### src/logic/nme_pkg.sv
// Package for the NAND mode, wait status and parity result block
// ============================================================
// Overview of operation
// (RULE1) Control bits 11..8 start parity accumulation for the four selects.
// (RULE2) Control bits 3..0 mark a select as having NAND flash attached.
// (RULE3) Status bits 3..0 show the raw level of the four wait pins.
// (RULE4) Wait polarity never inverts the raw wait status field.
// (RULE5) Eight-bit flash: weights 1..4 are column, 8..2048 row parities.
// (RULE6) Sixteen-bit flash: weights 1..8 are column, 16..2048 row parities.
// (RULE7) Result: odd set in 27..16, even set in 11..0, others zero.
// (RULE8) Parity bits read-only, updated by NAND accesses, reset to zero.
// (RULE9) Four independent result registers, one per select.
// (RULE10) Writing a start bit clears that result and begins accumulating.
// (RULE11) Software sets mode before start and reads result after transfer.
package nme_pkg;
   // ============================================================
   // Register map (byte addresses)
   localparam logic [7:0] OFS_CTRL = 8'h00;
   localparam logic [7:0] OFS_WAIT = 8'h04;
   localparam logic [7:0] OFS_RES0 = 8'h08;
   localparam logic [7:0] OFS_RES3 = 8'h14;
   localparam logic [7:0] OFS_CFG = 8'h18;
   // ============================================================
   // Field positions and sizes
   localparam int CTRL_MODE_LSB = 0;
   localparam int CTRL_START_LSB = 8;
   localparam int RES_EVEN_LSB = 0;
   localparam int RES_ODD_LSB = 16;
   localparam int CFG_WIDE_BIT = 0;
   localparam int NSEL = 4;
   localparam int NPAR = 12;
   localparam int LANES = 16;
   // ============================================================
   // Reset values and position steps
   localparam logic [3:0] RST_MODE = 4'h0;
   localparam logic [3:0] RST_START = 4'h0;
   localparam logic [11:0] RST_PAR = 12'h000;
   localparam logic RST_WIDE = 1'b0;
   localparam logic [11:0] STEP_NARROW = 12'h008;
   localparam logic [11:0] STEP_WIDE = 12'h010;

   typedef struct packed {
      logic psel;
      logic penable;
      logic pwrite;
      logic [7:0] paddr;
      logic [31:0] pwdata;
   } nme_apb_req_s;

   typedef struct packed {
      logic valid;
      logic [1:0] sel;
      logic [15:0] data;
   } nme_access_s;

   typedef struct packed {
      logic [3:0] mode;
      logic [3:0] ecc_on;
      logic wide;
      logic [3:0] wait_lvl;
      logic [3:0][11:0] odd;
      logic [3:0][11:0] even;
      logic [3:0][11:0] pos;
      logic pready;
      logic pslverr;
      logic [31:0] prdata;
   } nme_state_s;
endpackage

### src/logic/nme_top.sv
// APB register slice: NAND mode, raw wait status and per-select parity
module nme_top (
   input wire logic pclk,
   input wire logic presetn,
   input wire nme_pkg::nme_apb_req_s apb_req,
   output logic [31:0] prdata,
   output logic pready,
   output logic pslverr,
   input wire nme_pkg::nme_access_s nand_access,
   input wire logic [3:0] external_wait_pin,
   output logic [3:0] nand_mode
);
   nme_pkg::nme_state_s st_r;
   nme_pkg::nme_state_s st_nxt;
   logic acc_phase;
   logic wr_done;

   // ============================================================
   // Bus decode
   // Every access answers in its first access cycle; no wait states.
   assign acc_phase = apb_req.psel & apb_req.penable & st_r.pready;
   assign wr_done = acc_phase & apb_req.pwrite;

   // ============================================================
   // Next state
   always_comb begin
      logic [11:0] p;
      logic [3:0] start_req;
      logic [2:0] ridx;
      p = '0;
      start_req = '0;
      ridx = '0;
      st_nxt = st_r;
      st_nxt.wait_lvl = external_wait_pin; // RULE3 RULE4
      st_nxt.pready = 1'b0;
      st_nxt.pslverr = 1'b0;
      // Parity accumulation over one access; data lanes beyond width ignored
      if (nand_access.valid && st_r.ecc_on[nand_access.sel] &&
          st_r.mode[nand_access.sel]) begin // RULE8 RULE9
         for (int b = 0; b < nme_pkg::LANES; b++) begin
            if (st_r.wide || b < 8) begin
               p = st_r.pos[nand_access.sel] + 12'(b);
               for (int k = 0; k < nme_pkg::NPAR; k++) begin
                  // Low position bits are column, the rest row terms
                  if (p[k]) begin // RULE5 RULE6
                     st_nxt.odd[nand_access.sel][k] =
                        st_nxt.odd[nand_access.sel][k] ^ nand_access.data[b];
                  end else begin
                     st_nxt.even[nand_access.sel][k] =
                        st_nxt.even[nand_access.sel][k] ^ nand_access.data[b];
                  end
               end
            end
         end
         st_nxt.pos[nand_access.sel] = st_r.pos[nand_access.sel] +
            (st_r.wide ? nme_pkg::STEP_WIDE : nme_pkg::STEP_NARROW); // RULE5 RULE6
      end
      // Register writes take effect on the completing edge only
      if (wr_done) begin
         case (apb_req.paddr)
            nme_pkg::OFS_CTRL: begin
               st_nxt.mode = apb_req.pwdata[nme_pkg::CTRL_MODE_LSB +: 4]; // RULE2
               start_req = apb_req.pwdata[nme_pkg::CTRL_START_LSB +: 4];
               st_nxt.ecc_on = start_req; // RULE1
               for (int s = 0; s < nme_pkg::NSEL; s++) begin
                  // Start wins over an access in the same cycle
                  if (start_req[s]) begin // RULE10
                     st_nxt.odd[s] = nme_pkg::RST_PAR;
                     st_nxt.even[s] = nme_pkg::RST_PAR;
                     st_nxt.pos[s] = '0;
                  end
               end
            end
            nme_pkg::OFS_CFG: begin
               st_nxt.wide = apb_req.pwdata[nme_pkg::CFG_WIDE_BIT];
            end
            default: begin
            end
         endcase
      end
      // Read data prepared during setup so it is a flop at the answer
      if (apb_req.psel && !apb_req.penable) begin
         st_nxt.pready = 1'b1;
         st_nxt.prdata = '0;
         ridx = 3'((apb_req.paddr - nme_pkg::OFS_RES0) >> 2);
         case (apb_req.paddr)
            nme_pkg::OFS_CTRL: begin
               st_nxt.prdata[nme_pkg::CTRL_MODE_LSB +: 4] = st_r.mode;
               st_nxt.prdata[nme_pkg::CTRL_START_LSB +: 4] = st_r.ecc_on;
            end
            nme_pkg::OFS_WAIT: begin
               st_nxt.prdata[3:0] = st_r.wait_lvl; // RULE3 RULE4
            end
            nme_pkg::OFS_CFG: begin
               st_nxt.prdata[nme_pkg::CFG_WIDE_BIT] = st_r.wide;
            end
            default: begin
               if (apb_req.paddr >= nme_pkg::OFS_RES0 &&
                   apb_req.paddr <= nme_pkg::OFS_RES3 && apb_req.paddr[1:0] == 2'b00) begin
                  st_nxt.prdata[nme_pkg::RES_ODD_LSB +: 12] = st_r.odd[ridx[1:0]]; // RULE7
                  st_nxt.prdata[nme_pkg::RES_EVEN_LSB +: 12] = st_r.even[ridx[1:0]];
                  // Result registers ignore writes
                  st_nxt.pslverr = apb_req.pwrite; // RULE8
               end else begin
                  st_nxt.pslverr = 1'b1;
               end
            end
         endcase
      end
   end

   // ============================================================
   // State register
   always_ff @(posedge pclk or negedge presetn) begin
      if (!presetn) begin
         st_r.mode <= nme_pkg::RST_MODE;
         st_r.ecc_on <= nme_pkg::RST_START;
         st_r.wide <= nme_pkg::RST_WIDE;
         st_r.wait_lvl <= 4'h0;
         st_r.odd <= '0; // RULE8
         st_r.even <= '0;
         st_r.pos <= '0;
         st_r.pready <= 1'b0;
         st_r.pslverr <= 1'b0;
         st_r.prdata <= 32'h0000_0000;
      end else begin
         st_r <= st_nxt;
      end
   end

   assign prdata = st_r.prdata;
   assign pready = st_r.pready;
   assign pslverr = st_r.pslverr;
   assign nand_mode = st_r.mode;

   logic acc_ok;
   assign acc_ok = nand_access.valid & st_r.ecc_on[nand_access.sel] &
      st_r.mode[nand_access.sel];
endmodule

### config.mk
export PLATFORM = sky130hd
export DESIGN_NAME = nme_top
export DESIGN_NICKNAME = d
export VERILOG_FILES = /design/src/logic/nme_pkg.sv /design/src/logic/nme_top.sv
export SDC_FILE = /design/constraint.sdc
export NUM_CORES = 2
export LEC_CHECK = 0
export ABC_CLOCK_PERIOD_IN_PS = 11000
export BUFFER_PORTS_ARGS = -buffer_cell sky130_fd_sc_hd__clkbuf_2
export CAP_MARGIN = 20
export CORE_UTILIZATION = 35
export DETAILED_ROUTE_END_ITERATION = 7
export PLACE_DENSITY = 0.56
export RECOVER_POWER = 100
export SLEW_MARGIN = 40
export SYNTH_ARGS = -nofsm -noshare
export SYNTH_HDL_FRONTEND = slang
export SYNTH_SLANG_ARGS = --single-unit
### constraint.sdc
create_clock -name pclk -period 11 [get_ports pclk]
set_input_delay 2.2 -clock pclk [delete_from_list [all_inputs] [get_ports pclk]]
set_output_delay 2.2 -clock pclk [all_outputs]
set_load 0.01 [all_outputs]
# == Word-level counts from Yosys, hierarchy flattened ==
# Index checks and enable logic that the tools add are counted.
# op_classes
add_sub_neg,17
magnitude_cmp,5
n_eq_ne,2
n_mux,2150
n_bitwise,387
reduce_logical,13
# ops
operator,n
two-way mux 48 bit,912
bitwise mux 48 bit,385
binary-select mux 12 bit (select 2 bit),387
two-way mux 96 bit,23
two-way mux 12 bit,52
two-way mux 144 bit,3
bitwise XOR 1 bit,384
two-way mux 11 bit,33
two-way mux 10 bit,33
demux 12 bit (select 2 bit),13
two-way mux 9 bit,33
two-way mux 8 bit,33
two-way mux 7 bit,33
two-way mux 6 bit,33
two-way mux 5 bit,34
two-way mux 4 bit,34
two-way mux 3 bit,33
"adder 12 x 4 -> 12 bit, second input constant",8
two-way mux 2 bit,33
"adder 12 x 3 -> 12 bit, second input constant",4
two-way mux 1 bit,37
two-way mux 34 bit,1
"adder 12 x 2 -> 12 bit, second input constant",2
"adder 12 x 1 -> 12 bit, second input constant",1
20 further kinds,30
# word_totals
ff_bits,183
out_inout_bits,38
elab_cells,2593

# == Depth between registers and ports, before layout ==
# logic_depth
depth_word,1252
mapped_depth,53

# == Worst setup path before layout ==
# OpenSTA, ideal clock, no wires.
# synth_path
kind,input port to flip-flop
startpoint,in nand_access[17] (netlist name)
endpoint,reg st_r[98] (netlist name)
setup_time_ps,122
arrival_time_ps,12883
t_required_ps,10878
path_slack_ps,-2004
stages,50
cell_sequence,buf_6 -> buf_6 -> buf_8 -> buf_8 -> buf_8 -> buf_8 -> buf_8 -> buf_6 -> or3b_1 -> o211a_2 -> inv_2 -> clkbuf_1 -> buf_1 -> clkbuf_1 -> ha_1 -> buf_2 -> nand2_1 -> o22a_1 -> [14 not listed] -> nand2_1 -> mux2i_1 -> a32oi_1 -> nor4_1 -> nor3_2 -> xnor3_1 -> and2_4 -> o41a_1 -> o32ai_2 -> a21oi_1 -> a2111oi_0 -> o32ai_1 -> a22oi_1 -> o21ai_1 -> a21oi_1 -> xnor2_1 -> nand3_1 -> a32o_1
# synth_lines
element,line_no,text
"start, declared",nme_top.sv:9,"input wire nme_pkg::nme_access_s nand_access,"
"end signal, assigned",nme_top.sv:127,st_r <= st_nxt;
"end, declared",nme_top.sv:13,nme_pkg::nme_state_s st_r;

==> reports/results.ini <==
[run_status]
status=complete, but fails checks
violations=DRC, capacitance limit, slew limit, setup timing

[yosys]
ys_seq_elements=183
postSynthCellCount=8996
synth_top_area_cell=xnor2_1
synth.area.mux_share_pct=7.631
synth_warnings=0
synth.distinct_cells=145
synth_area_sq_um=59630
synth_simple_gate_area_share_pct=27.50
ys_seq_area_share_pct=7.680
synth_top_family_by_area=compound AO/OA/AOI/OAI gates
yosys.area_share.xor_xnor_pct=12.31
synthTopCellsByArea=xnor2_1, dfrtp_1, nor2_1
synthArstFlopShare_pct=100.0
avgSynthCellArea_sq_um=6.629
synthAdderAreaFrac_pct=0.3693
synthFlopType=dfrtp_1
synth-compound-area-share_pct=37.78
synth_top_cell_area_share_pct=8.827
synth_edf_count=0

[clocking]
clkTransAtPathRegs_ns=0.08
htree_num_levels=4
cts_buffer_depth=2
cts_tree=done
cts-root-buf=clkbuf_16
numCtsBuffers=17
clk_latency_ns=0.57
cts_sinks=183
cts_hold_buf=0

[critical_path]
cp-end-kind=register
r2r_setup_slack_ns=1.24
r2r_cells=38
cp.arrival_ns=11.54
cp_max_fo=7
worstReg2RegStart=st_r[74]
worstSetupPathType=input port to register
critical-path-slowest-cell=or4b_4
crit_start=nand_access[16]
max_stage_delay_ns=0.53
cp.required_ns=11.45
cp_common_cell=buf_4
r2r_end=st_r[89]
crit_path_start_kind=input port
endpoint=st_r[89]

[finish]
nets=10325
ff_latch_area_sq_um=4583
final_cells=12498
multi_input_area_sq_um=54730
final_common_cell=buf_4
layout-drive-gt1-share_pct=28.92
layout-area-overhead-vs-synth_pct=32.91
final_cell_mix=buf_4, nor2_1, nand2_1
num-fill-cells=17338

[timing]
tightest_slew_ns=5.467
holdWs_ns=0.4823
hold_viol=0
post-route-min-period_ns=11.09
skew_ns=0.03004
max_freq_mhz=90.17
relSlewSlack_pct=-264.5
layout_setup_ws_ns=-0.09024
drv_slew=342
setup-violations-final=6
rsz0062_at_grt=true
post-route-period-util_pct=100.8

[routing]
drtIter0Drc=12042
num_vias=85527
drc=6
vias_per_cell=6.843
wl_per_cell_microns=31.65
ant_nets=0
drt_wl_total_mm=395.6
first_pass_iters=8

[grt]
grtUsageMet3_pct=12.13
grt_pass1_vias=78967
grt_overflow=0
track_usage_pct=43.27
grt_util_met1_pct=53.70
grt_start_max_net_pins=88
grt_use_met2_pct=63.27
grt_pass1_wl_mm=553.5
busiest_layer=met2
antenna_found_initial=38

[floorplan]
chipHeight_microns=414.8
io-pin-count=106
start_util_pct=35.23
num_rows=151
core_area_sq_um=169300
die-area_sq_um=172000
die_w_microns=414.8

[pwr]
peakVddDrop_uv=184.8
leakage_nw=31.16
p_per_area_nw_per_um2=229.9

[placed_design]
portBuffers=73
dp_cells=12334
dp_hpwl_mm=284.3
place_ws_ns=-1.104
gp_congestion=1.046

[job]
cap_violations=11

[worst_hold_path]
hp-class=register to register

## state kept, by name, summed over array words and instances, names as in the netlist
signal / cells
nand_mode: 4
st_r: 153
prdata: 24
pready: 1
pslverr: 1
## worst max-delay path, delay by kind of cell
| kind | cells | cell delay, ns |
|---|---|---|
| adder cells (fa/ha/maj) | 1 | 0.30 |
| XOR/XNOR | 2 | 0.37 |
| multiplexers | 4 | 1.14 |
| AO/OA/AOI/OAI | 17 | 3.86 |
| AND/OR/NAND/NOR | 7 | 2.14 |
| buffers and inverters | 10 | 1.49 |
## repair_timing
action,4_1_cts,5_1_grt
gates resized for setup,71,469
setup buffers,17,80
endpoints found under the setup margin,43,73
pin swaps,33,197
gates cloned,1,6
## worst min path at each step
stage	start	end	slack, ns	depth (start not counted)
2_1_floorplan	prdata[10]	prdata[10]	0.45	2
5_1_grt	prdata[11]	prdata[11]	0.51	2
6_report	prdata[5]	prdata[5]	0.48	2
3_5_place_dp	prdata[16]	prdata[16]	0.47	2
4_1_cts	prdata[16]	prdata[16]	0.49	2
3_3_place_gp	prdata[11]	prdata[11]	0.46	2
## report_power, final
group	internal (W)	leakage (nW)	switching [W]	total (W)
Sequential	0.000853	2.17	0.000586	0.00144
Combinational	0.00744	28.7	0.00867	0.0161
Clock	0.000307	0.274	0.000360	0.000667
## through the flow
step	instance area (sq um)	util (%)	total power (W)	TNS (ns)
3_3_place_gp	74900	44.25	0.01601	-35.21
4_1_cts	76120	44.96	0.01700	-0.005881
2_1_floorplan	60550	-	0.009928	-23.57
5_1_grt	79190	46.78	0.01921	-8.295
3_5_place_dp	75040	44.33	0.01615	-39.08
6_report	79250	46.82	0.01822	-0.1925
## routing by layer
layer  routed length (microns)  up-vias
met2                    160400     6182
met4                     35700       30
met5                       198        -
met1                    148700    41113
li1                          -    36488
met3                     50620     1714
## layout make-up
| type | count | share of cell area, % |
|---|---|---|
| Timing Repair Buffer | 2068 | 20.38 |
| Clock inverter | 10 | 0.09156 |
| Tap cell | 2218 | 3.502 |
| Clock buffer | 21 | 0.5936 |
| Sequential cell | 183 | 5.783 |
| Multi-Input combinational cell | 7872 | 69.06 |
| Antenna cell | 28 | 0.08841 |
| Inverter | 98 | 0.5020 |
## synth_stat cells (all sizes together), types with 44 or more instances
library cell / n
a211o: 69
a211oi: 198
a21o: 85
a21oi: 639
a221oi: 65
a22oi: 68
a31oi: 181
and2: 95
and3: 92
buf: 282
clkbuf: 568
dfrtp: 183
inv: 95
mux2: 65
mux2i: 233
mux4: 65
nand2: 978
nand2b: 57
nand3: 361
nand4: 83
nor2: 1056
nor2b: 44
nor3: 318
nor4: 101
o2111ai: 49
o211ai: 150
o21a: 94
o21ai: 641
o221ai: 59
o22ai: 114
o311ai: 46
o31a: 51
o31ai: 103
or2: 50
or3: 100
xnor2: 626
xor2: 129
## cells by family (layout without fill, tap and decap cells)
family / after synthesis / in the layout
AND/OR/NAND/NOR: 3493 / 3493
AO/OA/AOI/OAI: 3212 / 3212
buffers and inverters: 948 / 2197
XOR/XNOR: 779 / 779
multiplexers: 363 / 363
flip-flops: 183 / 183
adder cells (fa/ha/maj): 17 / 17
other: 1 / 36
No activity file was read; power rests on OpenSTA's default activity.
